### src/posref_pkg.sv
/*
  constants, register map and encodings of the position reference front end.
  assumes a single 50 MHz clock shared by every module that uses it.
*/
package posref_pkg;

  // clock rate and the stepping speed figure
  localparam int CLK_HZ = 50_000_000;
  localparam int STEP_RPM = 24;
  // reference units per motor turn at unity gear; stands in for the gear
  localparam int UNITS_PER_REV = 10_000;
  // cycles between two step units at the stepping speed (rounded down)
  localparam int STEP_PERIOD_CYC = CLK_HZ / (STEP_RPM * UNITS_PER_REV / 60);

  ////////////////////////////////////////////////////////////////////////
  // register offsets (byte addresses, one word each)
  localparam logic [7:0] SRC_OFS = 8'h00;
  localparam logic [7:0] STEP_OFS = 8'h04;
  localparam logic [7:0] FORM_OFS = 8'h08;
  localparam logic [7:0] CLRM_OFS = 8'h0C;
  localparam logic [7:0] CTRL_OFS = 8'h10;
  localparam logic [7:0] STAT_OFS = 8'h14;
  localparam logic [7:0] ERR_OFS = 8'h18;

  // reset values
  localparam logic [15:0] SRC_RST = 16'h0000;
  localparam logic [15:0] STEP_RST = 16'h0032;
  localparam logic [15:0] FORM_RST = 16'h0000;
  localparam logic [15:0] CLRM_RST = 16'h0000;

  // step amount limits, +9999 and -9999
  localparam logic signed [15:0] STEP_MAX = 16'sh270F;
  localparam logic signed [15:0] STEP_MIN = -16'sh270F;
  // stepping speed as a signed word
  localparam logic signed [15:0] STEP_SPEED = 16'sh0018;

  // control and status bit positions
  localparam int CTRL_RESTART_BIT = 0;
  localparam int CTRL_SERVO_ON_BIT = 1;
  localparam int STAT_BUSY_BIT = 0;
  localparam int STAT_SERVO_OFF_BIT = 1;
  localparam int STAT_FORM_LSB = 2;

  ////////////////////////////////////////////////////////////////////////
  // position reference source
  typedef enum logic [1:0] {
    SRC_PULSE = 2'b00,
    SRC_STEP = 2'b01,
    SRC_MULTI = 2'b10,
    SRC_COMM = 2'b11
  } src_t;

  // command pulse form
  typedef enum logic [1:0] {
    FORM_PD_POS = 2'b00,
    FORM_PD_NEG = 2'b01,
    FORM_QUAD = 2'b10,
    FORM_CW_CCW = 2'b11
  } form_t;

  // error clear mode
  typedef enum logic [2:0] {
    CLR_FAULT_OFF = 3'b000,
    CLR_FAULT = 3'b001,
    CLR_LEVEL_HI = 3'b010,
    CLR_LEVEL_LO = 3'b011,
    CLR_RISE = 3'b100,
    CLR_FALL = 3'b101
  } clrm_t;

endpackage

### src/ref_if.sv
/*
  one reference unit stream: a one-cycle pulse per unit and its direction.
  assumes producer and consumer run on the same clock.
*/
`timescale 1ns/1ps
interface ref_if;
  logic pulse; // one unit this cycle
  logic dir; // 1 = reverse
  modport src (output pulse, output dir);
  modport sink (input pulse, input dir);
endinterface

### src/pulse_decoder.sv
/*
  decodes the two command pulse lines into reference units.
  assumes both lines are already synchronised to clk_i.
*/
`timescale 1ns/1ps
module pulse_decoder (
  input wire logic clk_i,
  input wire logic sys_rst_i,
  input wire posref_pkg::form_t form_i,
  input wire logic line_a_i,
  input wire logic line_b_i,
  ref_if.src unit_o
);

  typedef struct packed {
    logic a_q; // previous line a
    logic b_q; // previous line b
    logic pulse;
    logic dir;
  } dec_state_t;

  dec_state_t s_reg;
  dec_state_t s_next;
  logic a_chg;
  logic b_chg;

  ////////////////////////////////////////////////////////////////////////
  // next state per pulse form
  always_comb begin
    s_next = s_reg;
    s_next.a_q = line_a_i;
    s_next.b_q = line_b_i;
    s_next.pulse = 1'b0;
    a_chg = line_a_i != s_reg.a_q;
    b_chg = line_b_i != s_reg.b_q;
    case (form_i)
      posref_pkg::FORM_PD_POS: begin
        // rising edge counts, sign high is forward
        if (line_a_i && !s_reg.a_q) begin
          s_next.pulse = 1'b1;
          s_next.dir = !line_b_i;
        end
      end
      posref_pkg::FORM_PD_NEG: begin
        // falling edge counts, sign low is forward
        if (!line_a_i && s_reg.a_q) begin
          s_next.pulse = 1'b1;
          s_next.dir = line_b_i;
        end
      end
      posref_pkg::FORM_QUAD: begin
        // every single edge is a unit; a double jump is a glitch, dropped
        if (a_chg ^ b_chg) begin
          s_next.pulse = 1'b1;
          // a leading b: new b equals old a
          s_next.dir = line_b_i != s_reg.a_q;
        end
      end
      posref_pkg::FORM_CW_CCW: begin
        // simultaneous rises cancel out, nothing counted
        if (line_a_i && !s_reg.a_q && !(line_b_i && !s_reg.b_q)) begin
          s_next.pulse = 1'b1;
          s_next.dir = 1'b0;
        end else if (line_b_i && !s_reg.b_q && !(line_a_i && !s_reg.a_q)) begin
          s_next.pulse = 1'b1;
          s_next.dir = 1'b1;
        end
      end
      default: s_next.pulse = 1'b0;
    endcase
  end

  // state register
  always_ff @(posedge clk_i or posedge sys_rst_i) begin
    if (sys_rst_i) begin
      s_reg <= '0;
    end else begin
      s_reg <= s_next;
    end
  end

  assign unit_o.pulse = s_reg.pulse;
  assign unit_o.dir = s_reg.dir;

  ////////////////////////////////////////////////////////////////////////
  quad_count_a: assert property (
    @(posedge clk_i) disable iff (sys_rst_i)
    form_i == posref_pkg::FORM_QUAD && (line_a_i != s_reg.a_q) && (line_b_i == s_reg.b_q)
    |=> s_reg.pulse && (s_reg.dir == (s_reg.b_q != $past(s_reg.a_q))))
    else $error("quadrature edge not counted");

endmodule

### src/step_gen.sv
/*
  stepping source: one move of the step amount per trigger rise while idle.
  assumes trigger is synchronised and enable comes from the same clock.
*/
`timescale 1ns/1ps
module step_gen #(
  parameter int PERIOD_CYC = posref_pkg::STEP_PERIOD_CYC
) (
  input wire logic clk_i,
  input wire logic sys_rst_i,
  input wire logic enable_i,
  input wire logic trig_i,
  input wire logic signed [15:0] amount_i,
  output logic busy_o,
  ref_if.src unit_o
);

  localparam logic [15:0] TMR_LOAD = 16'(PERIOD_CYC - 1);

  typedef struct packed {
    logic trig_q;
    logic busy;
    logic [13:0] remain; // units still to send
    logic [15:0] tmr;
    logic pulse;
    logic dir;
  } step_state_t;

  step_state_t s_reg;
  step_state_t s_next;
  logic [15:0] mag;

  ////////////////////////////////////////////////////////////////////////
  // move start, unit pacing and end of move
  always_comb begin
    s_next = s_reg;
    s_next.trig_q = trig_i;
    s_next.pulse = 1'b0;
    mag = amount_i[15] ? 16'(-amount_i) : amount_i;
    if (!enable_i) begin
      // source switched away: the move is dropped, not finished later
      s_next.busy = 1'b0;
    end else if (!s_reg.busy) begin
      // trigger rise only counts while idle
      if (trig_i && !s_reg.trig_q && mag != 16'h0000) begin
        s_next.busy = 1'b1;
        s_next.remain = mag[13:0];
        s_next.dir = amount_i[15];
        s_next.tmr = TMR_LOAD;
      end
    end else if (s_reg.tmr == 16'h0000) begin
      s_next.pulse = 1'b1;
      s_next.remain = s_reg.remain - 14'h0001;
      s_next.tmr = TMR_LOAD;
      if (s_reg.remain == 14'h0001) begin
        s_next.busy = 1'b0;
      end
    end else begin
      s_next.tmr = s_reg.tmr - 16'h0001;
    end
  end

  // state register
  always_ff @(posedge clk_i or posedge sys_rst_i) begin
    if (sys_rst_i) begin
      s_reg <= '0;
    end else begin
      s_reg <= s_next;
    end
  end

  assign busy_o = s_reg.busy;
  assign unit_o.pulse = s_reg.pulse;
  assign unit_o.dir = s_reg.dir;

  ////////////////////////////////////////////////////////////////////////
  step_load_a: assert property (
    @(posedge clk_i) disable iff (sys_rst_i)
    enable_i && !s_reg.busy && trig_i && !s_reg.trig_q && amount_i != 16'sh0000
    |=> s_reg.busy && s_reg.remain == $past(mag[13:0]))
    else $error("step move not started");

  step_ignore_a: assert property (
    @(posedge clk_i) disable iff (sys_rst_i)
    enable_i && s_reg.busy && s_reg.tmr != 16'h0000
    |=> s_reg.remain == $past(s_reg.remain))
    else $error("trigger accepted while moving");

  idle_quiet_a: assert property (
    @(posedge clk_i) disable iff (sys_rst_i)
    !s_reg.busy ##1 !s_reg.busy |-> !s_reg.pulse)
    else $error("step unit while idle");

endmodule

### src/position_reference_frontend.sv
/*
  position reference front end: source select, command pulse decode,
  stepping moves and position error clearing, with a small register port.
  assumes pins are asynchronous; fault and feedback come from clk_i logic.
*/
`timescale 1ns/1ps

// Behaviour
// - source select: pulse, step, multi, comm
// - direction select input reverses reference direction
// - signed step amount, -9999..9999, default 50
// - stepping speed is 24 rpm times gear; the code outputs a fixed 24 rpm with no gear factor
// - stepping speed sign from direction select
// - trigger starts one step move
// - no trigger gives zero reference
// - trigger ignored while step move runs
// - four pulse forms by form selector
// - quadrature counts every edge, times four
// - mode 0: servo off, clear on fault
// - mode 1: clear on fault, servo stays
// - modes 2/3: clear while input high/low
// - modes 4/5: clear on rising/falling edge
module position_reference_frontend #(
  parameter int STEP_PERIOD_CYC = posref_pkg::STEP_PERIOD_CYC
) (
  input wire logic clk_i,
  input wire logic sys_rst_i,
  // register port
  input wire logic [7:0] addr_i,
  input wire logic [31:0] wr_data_i,
  input wire logic wr_en_i,
  input wire logic rd_en_i,
  output logic [31:0] rd_data_o,
  // pins from the motion controller
  input wire logic command_pulse_input_i,
  input wire logic sign_input_i,
  input wire logic step_trigger_i,
  input wire logic position_direction_select_i,
  input wire logic error_clear_input_i,
  // same-clock drive logic
  input wire logic fault_i,
  input wire logic fb_pulse_i,
  input wire logic fb_dir_i,
  // outputs
  output logic ref_pulse_o,
  output logic ref_dir_o,
  output logic signed [15:0] speed_rpm_o,
  output logic step_busy_o,
  output logic servo_off_o,
  output logic signed [31:0] err_count_o
);

  typedef struct packed {
    logic [4:0] sync_m; // first stage, read only by sync_s
    logic [4:0] sync_s; // second stage
    logic clr_q; // previous clear level
    logic [15:0] src;
    logic [15:0] step;
    logic [15:0] form;
    logic [15:0] clrm;
    logic [1:0] act_form; // form in force
    logic load_form; // pending restart load
    logic ref_pulse;
    logic ref_dir;
    logic signed [15:0] speed;
    logic busy;
    logic servo_off;
    logic signed [31:0] err;
    logic [31:0] rdata;
  } top_state_t;

  top_state_t s_reg;
  top_state_t s_next;

  ref_if dec_u ();
  ref_if stp_u ();

  logic stp_busy;
  logic a_s, b_s, trig_s, dsel_s, clr_s;
  logic sel_pulse, sel_dir, do_clear;
  logic signed [31:0] delta;
  logic signed [15:0] wval;
  posref_pkg::src_t src_sel;
  posref_pkg::clrm_t clr_mode;

  // synchronised pin levels
  assign a_s = s_reg.sync_s[0];
  assign b_s = s_reg.sync_s[1];
  assign trig_s = s_reg.sync_s[2];
  assign dsel_s = s_reg.sync_s[3];
  assign clr_s = s_reg.sync_s[4];
  assign src_sel = posref_pkg::src_t'(s_reg.src[1:0]);
  assign clr_mode = posref_pkg::clrm_t'(s_reg.clrm[2:0]);

  ////////////////////////////////////////////////////////////////////////
  // the two reference sources
  pulse_decoder dec_i (
    .clk_i(clk_i),
    .sys_rst_i(sys_rst_i),
    .form_i(posref_pkg::form_t'(s_reg.act_form)),
    .line_a_i(a_s),
    .line_b_i(b_s),
    .unit_o(dec_u)
  );

  step_gen #(.PERIOD_CYC(STEP_PERIOD_CYC)) stp_i (
    .clk_i(clk_i),
    .sys_rst_i(sys_rst_i),
    .enable_i(src_sel == posref_pkg::SRC_STEP),
    .trig_i(trig_s),
    .amount_i(s_reg.step),
    .busy_o(stp_busy),
    .unit_o(stp_u)
  );

  ////////////////////////////////////////////////////////////////////////
  // source choice, error counter and clear, register port
  always_comb begin
    s_next = s_reg;
    s_next.sync_m = {error_clear_input_i, position_direction_select_i,
                     step_trigger_i, sign_input_i, command_pulse_input_i};
    s_next.sync_s = s_reg.sync_m;
    s_next.clr_q = clr_s;
    wval = wr_data_i[15:0];

    // multi-segment and comm sources feed nothing here
    case (src_sel)
      posref_pkg::SRC_PULSE: begin
        sel_pulse = dec_u.pulse;
        sel_dir = dec_u.dir;
      end
      posref_pkg::SRC_STEP: begin
        sel_pulse = stp_u.pulse;
        sel_dir = stp_u.dir;
      end
      default: begin
        sel_pulse = 1'b0;
        sel_dir = 1'b0;
      end
    endcase
    s_next.ref_pulse = sel_pulse;
    s_next.ref_dir = sel_dir ^ dsel_s;

    // stepping speed follows the direction input, not the amount sign
    s_next.busy = stp_busy;
    if (stp_busy) begin
      s_next.speed = dsel_s ? -posref_pkg::STEP_SPEED : posref_pkg::STEP_SPEED;
    end else begin
      s_next.speed = 16'sh0000;
    end

    // clear condition per mode; mode 1 is the one to use with no clear wire
    case (clr_mode)
      posref_pkg::CLR_FAULT_OFF: do_clear = fault_i;
      posref_pkg::CLR_FAULT: do_clear = fault_i;
      posref_pkg::CLR_LEVEL_HI: do_clear = clr_s;
      posref_pkg::CLR_LEVEL_LO: do_clear = !clr_s;
      posref_pkg::CLR_RISE: do_clear = clr_s && !s_reg.clr_q;
      posref_pkg::CLR_FALL: do_clear = !clr_s && s_reg.clr_q;
      default: do_clear = 1'b0;
    endcase

    // reference adds, feedback removes; clear beats counting
    delta = 32'sh0;
    if (s_reg.ref_pulse) begin
      delta = s_reg.ref_dir ? -32'sh1 : 32'sh1;
    end
    if (fb_pulse_i) begin
      delta = delta - (fb_dir_i ? -32'sh1 : 32'sh1);
    end
    s_next.err = do_clear ? 32'sh0 : s_reg.err + delta;

    // restart or reset loads the form; at any other time the form register waits
    s_next.load_form = 1'b0;
    if (s_reg.load_form) begin
      s_next.act_form = s_reg.form[1:0];
    end

    // register writes
    if (wr_en_i) begin
      case (addr_i)
        posref_pkg::SRC_OFS: s_next.src = wr_data_i[15:0];
        posref_pkg::STEP_OFS: begin
          // out-of-range amounts saturate to the limit
          if (wval > posref_pkg::STEP_MAX) begin
            s_next.step = posref_pkg::STEP_MAX;
          end else if (wval < posref_pkg::STEP_MIN) begin
            s_next.step = posref_pkg::STEP_MIN;
          end else begin
            s_next.step = wval;
          end
        end
        posref_pkg::FORM_OFS: s_next.form = wr_data_i[15:0];
        posref_pkg::CLRM_OFS: s_next.clrm = wr_data_i[15:0];
        posref_pkg::CTRL_OFS: begin
          s_next.load_form = wr_data_i[posref_pkg::CTRL_RESTART_BIT];
          if (wr_data_i[posref_pkg::CTRL_SERVO_ON_BIT]) begin
            s_next.servo_off = 1'b0;
          end
        end
        default: s_next.src = s_reg.src;
      endcase
    end

    // in mode 0, a fault in the same cycle as a servo-on write keeps the servo off
    if (fault_i && clr_mode == posref_pkg::CLR_FAULT_OFF) begin
      s_next.servo_off = 1'b1;
    end

    // read data stands for one cycle only
    s_next.rdata = 32'h0000_0000;
    if (rd_en_i) begin
      case (addr_i)
        posref_pkg::SRC_OFS: s_next.rdata = {16'h0000, s_reg.src};
        posref_pkg::STEP_OFS: s_next.rdata = {16'h0000, s_reg.step};
        posref_pkg::FORM_OFS: s_next.rdata = {16'h0000, s_reg.form};
        posref_pkg::CLRM_OFS: s_next.rdata = {16'h0000, s_reg.clrm};
        posref_pkg::STAT_OFS: begin
          s_next.rdata[posref_pkg::STAT_BUSY_BIT] = s_reg.busy;
          s_next.rdata[posref_pkg::STAT_SERVO_OFF_BIT] = s_reg.servo_off;
          s_next.rdata[posref_pkg::STAT_FORM_LSB +: 2] = s_reg.act_form;
        end
        posref_pkg::ERR_OFS: s_next.rdata = s_reg.err;
        default: s_next.rdata = 32'h0000_0000;
      endcase
    end
  end

  // state register; the form load is armed by reset itself
  always_ff @(posedge clk_i or posedge sys_rst_i) begin
    if (sys_rst_i) begin
      s_reg <= '0;
      s_reg.src <= posref_pkg::SRC_RST;
      s_reg.step <= posref_pkg::STEP_RST;
      s_reg.form <= posref_pkg::FORM_RST;
      s_reg.clrm <= posref_pkg::CLRM_RST;
      s_reg.load_form <= 1'b1;
    end else begin
      s_reg <= s_next;
    end
  end

  assign rd_data_o = s_reg.rdata;
  assign ref_pulse_o = s_reg.ref_pulse;
  assign ref_dir_o = s_reg.ref_dir;
  assign speed_rpm_o = s_reg.speed;
  assign step_busy_o = s_reg.busy;
  assign servo_off_o = s_reg.servo_off;
  assign err_count_o = s_reg.err;

  ////////////////////////////////////////////////////////////////////////
  src_gate_a: assert property (
    @(posedge clk_i) disable iff (sys_rst_i)
    s_reg.src[1] ##1 s_reg.src[1] |-> !s_reg.ref_pulse)
    else $error("reference from an inactive source");

  dir_rev_a: assert property (
    @(posedge clk_i) disable iff (sys_rst_i)
    src_sel == posref_pkg::SRC_PULSE && dec_u.pulse
    |=> s_reg.ref_pulse && s_reg.ref_dir == ($past(dec_u.dir) ^ $past(dsel_s)))
    else $error("reference direction wrong");

  step_speed_a: assert property (
    @(posedge clk_i) disable iff (sys_rst_i)
    stp_busy |=> s_reg.speed == ($past(dsel_s) ? -16'sh0018 : 16'sh0018))
    else $error("stepping speed wrong");

  fault_off_a: assert property (
    @(posedge clk_i) disable iff (sys_rst_i)
    clr_mode == posref_pkg::CLR_FAULT_OFF && fault_i |=> s_reg.servo_off && s_reg.err == 0)
    else $error("fault did not stop and clear");

  fault_keep_a: assert property (
    @(posedge clk_i) disable iff (sys_rst_i)
    clr_mode == posref_pkg::CLR_FAULT && fault_i && !s_reg.servo_off
    |=> !s_reg.servo_off && s_reg.err == 0)
    else $error("mode 1 fault handling wrong");

  clr_level_a: assert property (
    @(posedge clk_i) disable iff (sys_rst_i)
    clr_mode == posref_pkg::CLR_LEVEL_LO && !clr_s |=> s_reg.err == 0)
    else $error("level clear missed");

  clr_edge_a: assert property (
    @(posedge clk_i) disable iff (sys_rst_i)
    clr_mode == posref_pkg::CLR_FALL && $fell(clr_s) |=> s_reg.err == 0)
    else $error("edge clear missed");

  form_hold_a: assert property (
    @(posedge clk_i) disable iff (sys_rst_i)
    !s_reg.load_form |=> s_reg.act_form == $past(s_reg.act_form))
    else $error("pulse form changed without restart");

endmodule

### config.mk
export PLATFORM = sky130hd
export DESIGN_NAME = position_reference_frontend
export DESIGN_NICKNAME = d
export VERILOG_FILES = /design/src/posref_pkg.sv /design/src/ref_if.sv /design/src/pulse_decoder.sv /design/src/step_gen.sv /design/src/position_reference_frontend.sv
export SDC_FILE = /design/constraint.sdc
export NUM_CORES = 1
export LEC_CHECK = 0
export BUFFER_PORTS_ARGS = -buffer_cell sky130_fd_sc_hd__buf_2
export CAP_MARGIN = 20
export CORE_UTILIZATION = 28
export CTS_BUF_LIST = sky130_fd_sc_hd__clkbuf_8
export DETAILED_ROUTE_END_ITERATION = 7
export SYNTH_ARGS = -nofsm -noshare
export SYNTH_HDL_FRONTEND = slang
export SYNTH_HIERARCHICAL = 1
export SYNTH_SLANG_ARGS = --single-unit
### constraint.sdc
create_clock -name clk_i -period 6.6 [get_ports clk_i]
set_clock_uncertainty 0.1 [all_clocks]
set_input_delay 0.99 -clock clk_i [delete_from_list [all_inputs] [get_ports clk_i]]
set_output_delay 0.99 -clock clk_i [all_outputs]
set_load 0.1 [all_outputs]
==> out/metrics.yaml, run 1 <==
cts_setup_buffers: 0
numClockSinks: 186
crit_arrival_ps: 4760
synth_xor_area_share_pct: 2.896
grt_pass1_vias: 8406
cts_tree: "built"
grt_pass1_wl_um: 46620
synth_area_sq_um: 11190
finalSetupTns_ps: 0
hpwl_um: 20910
ys_types: 81
nets: 1259
fp.coreArea_sq_um: 39010
ys_warn_count: 6
synthAdderAreaFrac_pct: 5.569
drt-initial-drc-count: 626
vias: 8597
drc: 0
rsz0062_at_grt: "no"
synth_cells: 1143
ir_worst_vdd_mv: 0.3189
post-route-period-util_pct: 68.14
synth_compound_area_share_pct: 16.48
place_area_sq_um: 11640
power.leakage_nw: 5.677
final_core_util_pct: 30.81
track_usage_pct: 14.32
rr_endpoint: "err_count_o[30]"
synth_mux_area_share_pct: 7.683
synth_top_family_by_area: "simple AND/OR/NAND/NOR gates"
grt_overflow_total: 0
endpoint: "err_count_o[30]"
place.gp.congestion: 0.8504
maxSlewViolCount: 0
min_period_ps: 4498
end_kind: "register"
clkSlewWorstSetupHoldPaths_ps: 100
clk_latency_ps: 470
status: "completed"
synth-simple-area-share_pct: 17.10
dieArea_sq_um: 40760
synth_edf_count: 0
cts_buffers: 17
grt_max_degree: 102
fp.dieW_um: 201.9
ctsHoldBuffers: 0
hold_depth: 0
ctsLongestPathBuffers: 2
crit_start: "ref_pulse_o"
cap_violations: 0
rrSetupSlack_ps: 2100
hold_path_class: "reg2reg"
num_rows: 72
ys_ff_latch: 186
start_kind: "register"
wirelength_um: 28840
drtAntennaViolNets: 0
p_per_area_nw_per_um2: 295.3
htree_levels: 4
async_reset_ff_share_pct: 100.0
drtPass1Iterations: 7
relSlewSlack_pct: 32.16
fp.dieH_um: 201.9
rr_worst_depth: 13
area_growth_pct: 7.425
worstReg2RegStart: "ref_pulse_o"
ctsRootBufferMaster: "clkbuf_8"
cp_max_fo: 24
port_buffers: 116
timing.hold.ws_ps: 258.7
layout-drive-gt1-share_pct: 21.25
power_mw: 3.550
hold_violations: 0
worstPathRequired_ps: 6860
start_util_pct: 28.68
final-setup-viol-count: 0
worst-setup-path-type: "reg2reg"
wl_per_cell_um: 17.04
largest_reg_flops: 66
antenna_found_initial: 3
tightest_slew_ps: 1011
synth_flop_cell: "dfrtp_1"
cts_resized: 0
clock.fmax_mhz: 222.3
ios: 136
synth-seq-area-share_pct: 41.65
postSynthAreaPerCell_sq_um: 9.788
fin_area_sq_um: 12020
routed_via_density: 5.081
-- stage by stage --
step / instances / setup WS, ps
2_1_floorplan: 1145 / 1537
3_3_place_gp: 1657 / 1643
3_5_place_dp: 1657 / 1633
4_1_cts: 1689 / 2057
5_1_grt: 1690 / 1789
6_report: 1692 / 2102
-- cell usage in the layout (no fill, tap or decap), types with 5 or more instances in the layout --
cell type and n:
a21o_1 20, a21oi_1 58, a22o_1 20, a22oi_1 18, a31oi_1 11, and2_1 27
and3_1 13, buf_2 116, buf_4 8, clkbuf_8 19, dfrtp_1 182, ha_1 45
inv_1 34, mux2_2 65, mux2i_1 6, nand2_1 68, nand2b_1 12, nand3_1 27
nand3b_1 6, nand4_1 16, nor2_1 92, nor2b_1 16, nor3_1 29, nor3b_1 7
nor4_1 11, o211ai_1 7, o21a_1 6, o21ai_0 45, o21ai_1 5, o22a_1 9
o22ai_1 6, o31ai_1 12, or3_1 14, or4_1 8, xnor2_1 18, xor2_1 19
-- logic make-up (layout without fill, tap and decap cells) --
kind of cell | after synthesis | in the layout
AND/OR/NAND/NOR | 366 | 366
AO/OA/AOI/OAI | 269 | 269
flip-flops | 186 | 186
buffers and inverters | 161 | 188
multiplexers | 75 | 75
adder cells (fa/ha/maj) | 48 | 48
XOR/XNOR | 37 | 37
other | 1 | 5
-- how the worst min path moves through the flow --
stage / from / slack (ps) / endpoint
floorplan: s_next[152] / 230 / a_s
global route: s_next[153] / 280 / b_s
global placement: s_next[153] / 240 / b_s
finish: s_next[153] / 260 / b_s
detailed placement: s_next[155] / 230 / dsel_s
CTS: s_next[153] / 260 / b_s
-- cell usage after synthesis, types with 4 or more instances --
| cell | instances | share of area [%] |
|---|---|---|
| a211oi_1 | 4 | 0.27 |
| a21o_1 | 20 | 1.3 |
| a21oi_1 | 58 | 2.6 |
| a222oi_1 | 4 | 0.36 |
| a22o_1 | 20 | 1.6 |
| a22oi_1 | 18 | 1.2 |
| a31oi_1 | 11 | 0.62 |
| and2_1 | 27 | 1.5 |
| and3_1 | 13 | 0.73 |
| buf_2 | 9 | 0.40 |
| buf_4 | 81 | 5.4 |
| buf_6 | 4 | 0.40 |
| clkbuf_1 | 31 | 1.0 |
| dfrtp_1 | 182 | 41 |
| dfstp_2 | 4 | 0.94 |
| ha_1 | 45 | 5.0 |
| inv_1 | 32 | 1.1 |
| mux2_2 | 65 | 6.5 |
| mux2i_1 | 6 | 0.54 |
| nand2_1 | 68 | 2.3 |
| nand2b_1 | 12 | 0.67 |
| nand3_1 | 27 | 1.2 |
| nand3b_1 | 6 | 0.40 |
| nand4_1 | 16 | 0.89 |
| nor2_1 | 92 | 3.1 |
| nor2b_1 | 16 | 0.89 |
| nor3_1 | 29 | 1.3 |
| nor3b_1 | 7 | 0.47 |
| nor4_1 | 11 | 0.62 |
| o211ai_1 | 7 | 0.47 |
| o21a_1 | 6 | 0.40 |
| o21ai_0 | 45 | 2.0 |
| o21ai_1 | 5 | 0.22 |
| o21bai_1 | 4 | 0.27 |
| o22a_1 | 9 | 0.70 |
| o22ai_1 | 6 | 0.34 |
| o31ai_1 | 12 | 0.81 |
| o41ai_1 | 4 | 0.31 |
| or3_1 | 14 | 0.78 |
| or4_1 | 8 | 0.54 |
| xnor2_1 | 18 | 1.4 |
| xor2_1 | 19 | 1.5 |
-- critical path, stage by stage (launching register included) --
cell and delay, ps:
dfrtp_1 480, and2_1 240, ha_1 200, o21bai_1 150
a21oi_1 220, inv_1 450, ha_1 570, nand3_1 120
a2111oi_2 440, o311ai_0 240, a2111oi_0 630, o31ai_1 150
and3_1 210, o21a_1 170
-- layout make-up --
class,count,area [sq um]
Antenna cell,2,5.005
Timing Repair Buffer,124,640.6
Tap cell,518,648.1
Clock buffer,19,261.5
Fill cell,4038,26990
Inverter,32,125.1
Sequential cell,186,4659
Clock inverter,13,103.9
Multi-Input combinational cell,798,5575
-- metal layers --
metal | up-vias | global-route usage [%] | share of wire [%]
li1 | 4090 | - | -
met1 | 4294 | 19.37 | 46
met2 | 189 | 23.29 | 47
met3 | 20 | 3.563 | 5.4
met4 | 4 | 2.435 | 0.73
met5 | - | 0 | 0.080
-- power by group --
| group | total (mW) | internal (mW) | switching (mW) |
|---|---|---|---|
| registers | 1.39 | 1.24 | 0.142 |
| logic | 1.42 | 0.370 | 1.05 |
| clock network | 0.747 | 0.316 | 0.432 |
| total | 3.55 | 1.93 | 1.62 |
No activity file was read; power rests on OpenSTA's default activity.
==> run 2, diff against run 1 <==
--- a/config.mk
+++ b/config.mk
@@ -5,6 +5,7 @@
 export SDC_FILE = /design/constraint.sdc
 export NUM_CORES = 1
 export LEC_CHECK = 0
+export ABC_AREA = 1
 export BUFFER_PORTS_ARGS = -buffer_cell sky130_fd_sc_hd__buf_2
 export CAP_MARGIN = 20
 export CORE_UTILIZATION = 28
==> constraint.sdc (replaced) <==
create_clock -name clk_i -period 4.5 [get_ports clk_i]
set_clock_uncertainty 0.1 [all_clocks]
set_input_delay 0.675 -clock clk_i [delete_from_list [all_inputs] [get_ports clk_i]]
set_output_delay 0.675 -clock clk_i [all_outputs]
set_load 0.1 [all_outputs]
==> run 2 against run 1 <==
Compared with the run above:
- flip-flop and latch count unchanged
- largest cell class unchanged
- critical endpoint is now err_count_o[26]
- first-iteration DRC count up 19%
- highest routed layer is now met4
- critical path depth up 6
- wire length up 18%
==> out/metrics.yaml, run 2 <==
cap_violations: 0  # unchanged
power.leakage_nw: 7.349  # +29%
critical_path_buf_inv_count: 4  # +3
netlist.area_leader.share_pct: 37.30  # -3.4 points
async_reset_ff_share_pct: 100.0  # unchanged
dieArea_sq_um: 44450  # +9.1%
hold_violations: 0  # unchanged
fp.dieH_um: 210.8  # +4.4%
crit_chain: "nand2_1, inv_1, ha_1, nor2_1, o21ai_0, nand2_1, inv_1, ha_1, nand2_1, inv_1, nand2_1, nand2_1, inv_1, nand3_1, nand2_1, nand3_1, nand2_1, nand2_1, nor2_1"
ys_top_cells_by_count: "nand2_1, inv_1, dfrtp_1, nor2_1, nand3_1"
crit_arrival_ps: 3840  # -920 ps
relSlewSlack_pct: 37.12  # +5.0 points
drc: 0  # unchanged
rsz0062_at_grt: "no"
synth_cells: 1719  # +50%
rrSetupSlack_ps: 990  # -1120 ps
grt_max_degree: 134  # +31%
layout_commonest_cell: "nand2_1"
ys_warn_count: 6  # unchanged
htree_levels: 4  # unchanged
yosysMostFrequentCell: "nand2_1"
final_core_util_pct: 30.83  # about the same
fin_area_sq_um: 13280  # +10%
tightest_slew_ps: 940.9  # -70.02 ps
endpoint: "err_count_o[26]"
place_area_sq_um: 12800  # +10%
status: "completed"
layout-drive-gt1-share_pct: 13.44  # -7.8 points
ys_ff_latch: 186  # unchanged
cts_buffers: 17  # unchanged
cp.depth: 19  # +6
ios: 136  # unchanged
finalSetupTns_ps: 0  # unchanged
grt_pass1_wl_um: 54860  # +18%
clk_latency_ps: 510  # +40 ps
start_kind: "register"
final-setup-viol-count: 0  # unchanged
vias: 10620  # +24%
antenna_found_initial: 0  # -3
final_cell_mix: "nand2_1, inv_1, dfrtp_1, nor2_1, nand3_1"
hold_path_class: "in2reg"
port_buffers: 116  # unchanged
drtPass1Iterations: 7  # unchanged
largest_reg_flops: 66  # unchanged
synth_area_sq_um: 12210  # +9.1%
power_mw: 6.154  # +73%
ys_types: 49  # -40%
postSynthAreaPerCell_sq_um: 7.104  # -27%
grt_overflow_total: 0  # unchanged
maxSlewViolCount: 0  # unchanged
wirelength_um: 34020  # +18%
fp.dieW_um: 210.8  # +4.4%
nets: 1850  # +47%
grt_pass1_vias: 10390  # +24%
hpwl_um: 26320  # +26%
fp.coreArea_sq_um: 43080  # +10%
synth_flop_cell: "dfrtp_1"
rr_worst_depth: 19  # +6
synth-seq-area-share_pct: 38.16  # -3.5 points
synth.area.top_cells: "dfrtp_1, nand2_1, inv_1"
worstReg2RegStart: "ref_dir_o"
synth_edf_count: 0  # unchanged
post-route-period-util_pct: 78.08  # +9.9 points
cp_common_cell: "nand2_1"
worst-setup-path-type: "reg2reg"
slowest_stage: "inv_1"
worstPathRequired_ps: 4830  # -2030 ps
p_per_area_nw_per_um2: 463.4  # +57%
rr_endpoint: "err_count_o[26]"
routed_via_density: 4.522  # -11%
ctsLongestPathBuffers: 2  # unchanged
clkSlewWorstSetupHoldPaths_ps: 110  # about the same
cts_tree: "built"
max_stage_delay_ps: 700  # +70 ps
ctsRootBufferMaster: "clkbuf_8"
cp_max_fo: 24  # unchanged
drtAntennaViolNets: 0  # unchanged
place.gp.congestion: 0.9277  # +9.1%
min_period_ps: 3514  # -983.9 ps
num_rows: 76  # +5.6%
area_growth_pct: 8.740
crit_start: "ref_dir_o"
wl_per_cell_um: 14.49  # -15%
start_util_pct: 28.35  # -0.33 points
end_kind: "register"
track_usage_pct: 15.85  # +1.5 points
yosys.area.top_type: "dfrtp_1"
antenna_cells: 0  # -2
critPathTopFamily: "simple AND/OR/NAND/NOR gates"
drt-initial-drc-count: 748  # +19%
ir_worst_vdd_mv: 0.5273  # +65%
clock.fmax_mhz: 284.6  # +28%
numClockSinks: 186  # unchanged
-- run 2: changes by cell type in the layout (fill, tap and decap cells not counted), sizes merged, moves of 12 or more --
cell    change
and2       -23
a22o       -20
nand3      +95
nor2       +99
nand2b     -12
mux2       -68
and3       -12
nor2b      -16
or3        -14
o21ai      +28
a22oi      -18
inv       +215
a21o       -19
nand2     +472
-- run 2: worst min path at each step --
stage | startpoint | endpoint | slack, ps | cells past startpoint
floorplan | s_next[152] | a_s | 230 | 0
global placement | s_next[156] | clr_s | 230 | 0
detailed placement | s_next[152] | a_s | 240 | 0
CTS | step_trigger_i | s_next[154] | 110 | 1
global route | step_trigger_i | s_next[154] | 110 | 1
finish | step_trigger_i | s_next[154] | 160 | 1
-- run 2: cells by family (layout without fill, tap and decap cells) --
kind of cell             after synthesis  count (layout)  share of synthesized area (%)
buffers and inverters                367             409                          14.43
adder cells (fa/ha/maj)               48              48                          5.102
XOR/XNOR                              34              34                          2.500
other                                  1               3                        0.03071
flip-flops                           186             186                          38.16
AO/OA/AOI/OAI                        162             162                          7.254
AND/OR/NAND/NOR                      921             921                          32.53
-- run 2: area by class of cell --
type / instances / area (sq um)
Clock buffer: 17 / 234.0
Clock inverter: 15 / 232.7
Inverter: 250 / 944.7
Fill cell: 4685 / 29800
Tap cell: 585 / 732.0
Sequential cell: 186 / 4659
Multi-Input combinational cell: 1168 / 5798
Timing Repair Buffer: 127 / 678.2
-- run 2: report_power, final --
group          leakage, nW  switching [mW]  total [mW]  internal, mW
Combinational         4.63            2.11        2.79         0.676
Sequential            2.49           0.219        2.06          1.84
Clock                0.232           0.722        1.31         0.583
-- run 2: metrics by stage --
step           std cells  worst slack (ps)  hold slack [ps]
2_1_floorplan       1721              1092            231.2
3_3_place_gp        2315             796.4            232.9
3_5_place_dp        2315             719.5            235.8
4_1_cts             2348             936.4            106.1
5_1_grt             2348             636.7            107.1
6_report            2348             986.4            158.0
-- run 2: repair_timing --
action / CTS / global route
hold endpoints to repair: 4 / 0
hold buffers: 1 / 0
setup buffers: 0 / 0
resized for setup: 0 / 0
-- run 2: routing by layer --
layer / global-route usage, % / up-vias / part of all wire, %
li1: - / 5320 / -
met1: 20.00 / 5006 / 44
met2: 27.30 / 254 / 49
met3: 2.780 / 38 / 4.6
met4: 5.122 / 0 / 2.0
met5: 0 / - / 0
==> run 3, diff against run 2 <==
--- a/config.mk
+++ b/config.mk
@@ -5,7 +5,7 @@
 export SDC_FILE = /design/constraint.sdc
 export NUM_CORES = 1
 export LEC_CHECK = 0
-export ABC_AREA = 1
+export ABC_AREA = 0
 export BUFFER_PORTS_ARGS = -buffer_cell sky130_fd_sc_hd__buf_2
 export CAP_MARGIN = 20
 export CORE_UTILIZATION = 28
==> constraint.sdc (replaced) <==
create_clock -name clk_i -period 3.49 [get_ports clk_i]
set_clock_uncertainty 0.1 [all_clocks]
set_input_delay 0.5235 -clock clk_i [delete_from_list [all_inputs] [get_ports clk_i]]
set_output_delay 0.5235 -clock clk_i [all_outputs]
set_load 0.1 [all_outputs]
==> run 3 against run 2 <==
Compared with the run above:
- the run now ends with setup timing left
- critical path depth shrank 6
- via count shrank 15%
- sequential power grew 27%
- clock power grew 12%
- global-route usage shrank 0.62 points
- die area shrank 8.3%
- register-to-register slack lost 1000 ps
- combinational power grew 14%
- first-iteration DRC count shrank 18%
- worst hold slack lost 120 ps
- final area shrank 1.1%
- critical path type unchanged
- largest cell class unchanged
- highest routed layer is now met5
==> out/metrics.yaml, run 3 (synthesized netlist as in run 1, its figures left out) <==
grt_overflow_total: 0  # unchanged
setup_ws_ps: -58.41  # -1045 ps
violations: "setup timing"
rsz0062_at_grt: "yes"
port_buffers: 116  # unchanged
power.leakage_nw: 6.237  # -15%
track_usage_pct: 15.23  # -0.62 points
layout-drive-gt1-share_pct: 30.70  # +17 points
num_rows: 72  # -5.3%
start_kind: "register"
grt_pass1_wl_um: 49520  # -9.7%
clk_latency_ps: 490  # -20 ps
vias: 8981  # -15%
numClockSinks: 186  # unchanged
clock.fmax_mhz: 281.8  # -0.98%
ir_worst_vdd_mv: 0.5949  # +13%
cts_tree: "built"
hold_path_class: "in2reg"
htree_levels: 4  # unchanged
maxSlewViolCount: 0  # unchanged
fp.dieH_um: 201.9  # -4.2%
drtPass1Iterations: 5  # -2
layout_commonest_cell: "dfrtp_1"
antenna_found_initial: 2  # +2
fp.dieW_um: 201.9  # -4.2%
fp.coreArea_sq_um: 39010  # -9.4%
tightest_slew_ps: 1063  # +122.0 ps
multiInputGateArea_sq_um: 5823  # +0.43%
ios: 136  # unchanged
rr_worst_depth: 13  # -6
cp_max_fo: 4  # -83%
grt_max_degree: 51  # -62%
ctsRootBufferMaster: "clkbuf_8"
clkPwrFrac_pct: 20.2  # -1.0 points
sequentialPowerShare_pct: 36.1  # +2.6 points
routed_via_density: 4.995  # +10%
switching_share_pct: 44.68  # -5.0 points
nFillCells: 4042  # -14%
nets: 1364  # -26%
place.gp.congestion: 0.8473  # -8.7%
drt-initial-drc-count: 613  # -18%
dieArea_sq_um: 40760  # -8.3%
seq_area_sq_um: 4662  # about the same
drtAntennaViolNets: 0  # unchanged
cts_buffers: 17  # unchanged
clkSlewWorstSetupHoldPaths_ps: 100  # about the same
largest_reg_flops: 66  # unchanged
start_util_pct: 28.68  # +0.33 points
switchingPower_mw: 3.246  # +6.3%
final_cell_mix: "dfrtp_1, buf_2, buf_4, nor2_1, nand2_1"
area_growth_pct: 17.36
worstPathRequired_ps: 3760  # -1070 ps
ctsLongestPathBuffers: 2  # unchanged
cap_violations: 0  # unchanged
p_int_mw: 4.019  # +30%
timing.hold.ws_ps: 39.43  # -118.6 ps
final-setup-viol-count: 2  # +2
wirelength_um: 30920  # -9.1%
status: "complete, but fails checks"
hold_depth: 1  # unchanged
p_per_area_nw_per_um2: 553.3  # +19%
dp_slack_ps: -404.7  # -1124 ps
relSlewSlack_pct: 28.60  # -8.5 points
drc: 0  # unchanged
crit_arrival_ps: 3820  # -20 ps
end_kind: "register"
p_comb_share_pct: 43.7  # -1.6 points
worst-setup-path-type: "reg2reg"
min_period_ps: 3548  # +34.79 ps
post-route-period-util_pct: 101.7  # +24 points
hold_violations: 0  # unchanged
grt_pass1_vias: 9132  # -12%
finalSetupTns_ps: -104.0  # -104.0 ps
wl_per_cell_um: 17.20  # +19%
hpwl_um: 22750  # -14%
[run 3: cell types whose count changed in the layout (fill, tap and decap cells not counted), sizes merged, moves of 19 or more]
cell and change:
nand3 -95, buf +101, mux2 +68, o21ai -28
inv -217, a22o +20, nor2 -99, nand2 -472
and2 +23, a21o +19
[run 3: stage by stage]
step	power, mW	cell area, sq um	utilization [%]	cells
final	7.265	13130	33.66	1798
after detailed placement	5.702	12450	31.91	1753
after floorplan	4.973	11260	-	1145
after CTS	7.223	12910	33.11	1791
after global routing	7.667	13120	33.64	1795
after global placement	5.658	12450	31.91	1753
[run 3: area by class of cell]
| cell class | count | share of cell area (%) |
|---|---|---|
| diodes | 3 | 0.05718 |
| well taps | 518 | 4.936 |
| multi-input cells | 798 | 44.35 |
| inverters | 32 | 1.067 |
| clock buffers | 17 | 1.782 |
| repair buffers | 228 | 11.09 |
| flip-flops and latches | 186 | 35.51 |
| clock inverters | 15 | 1.163 |
| repair inverters | 1 | 0.04765 |
[run 3: worst paths after layout]
path	slack, ps	to	startpoint
setup reg to reg	-60	err_count_o[20]	ref_pulse_o
min in group asynchronous	430	dec_i/unit_o.pulse	sys_rst_i
setup / recovery	-60	err_count_o[20]	ref_pulse_o
hold / removal	40	s_next[154]	step_trigger_i
max in group asynchronous	1790	s_reg[84]	sys_rst_i
hold reg to reg	260	clr_s	s_next[156]
[run 3: worst max-delay path, stage by stage, from the launching register on]
cell and delay [ps]:
dfrtp_2 420, and2_4 180, fa_1 470, nand2_1 50, nand2_1 80, inv_1 60
fa_2 340, nand3b_1 240, a2111oi_4 390, o31ai_2 110, a211o_1 380, and2_4 170
o21ai_2 130, mux2_4 310
[run 3: repair_timing]
item | in CTS | in global routing
endpoints found under the setup margin | 6 | 17
pin swaps | 3 | 17
hold buffers | 1 | 0
buffers inserted | 4 | 3
gates resized for setup | 7 | 38
cloned | 1 | 0
hold endpoints to repair | 4 | 0
[run 3: power groups by stage]
stage	Clock, mW	Combinational (mW)	Sequential [mW]
floorplan	0	2.42	2.56
global placement	0	3.01	2.65
detailed placement	0	3.04	2.66
CTS	1.52	3.08	2.62
global route	1.59	3.42	2.65
finish	1.47	3.17	2.62
[run 3: routing by layer]
layer	GRT usage (%)	up-vias	share of wire, %
met2	24.95	190	48
met1	20.19	4454	46
met5	0	-	0.042
met3	3.322	37	4.4
li1	-	4298	-
met4	4.004	2	1.3
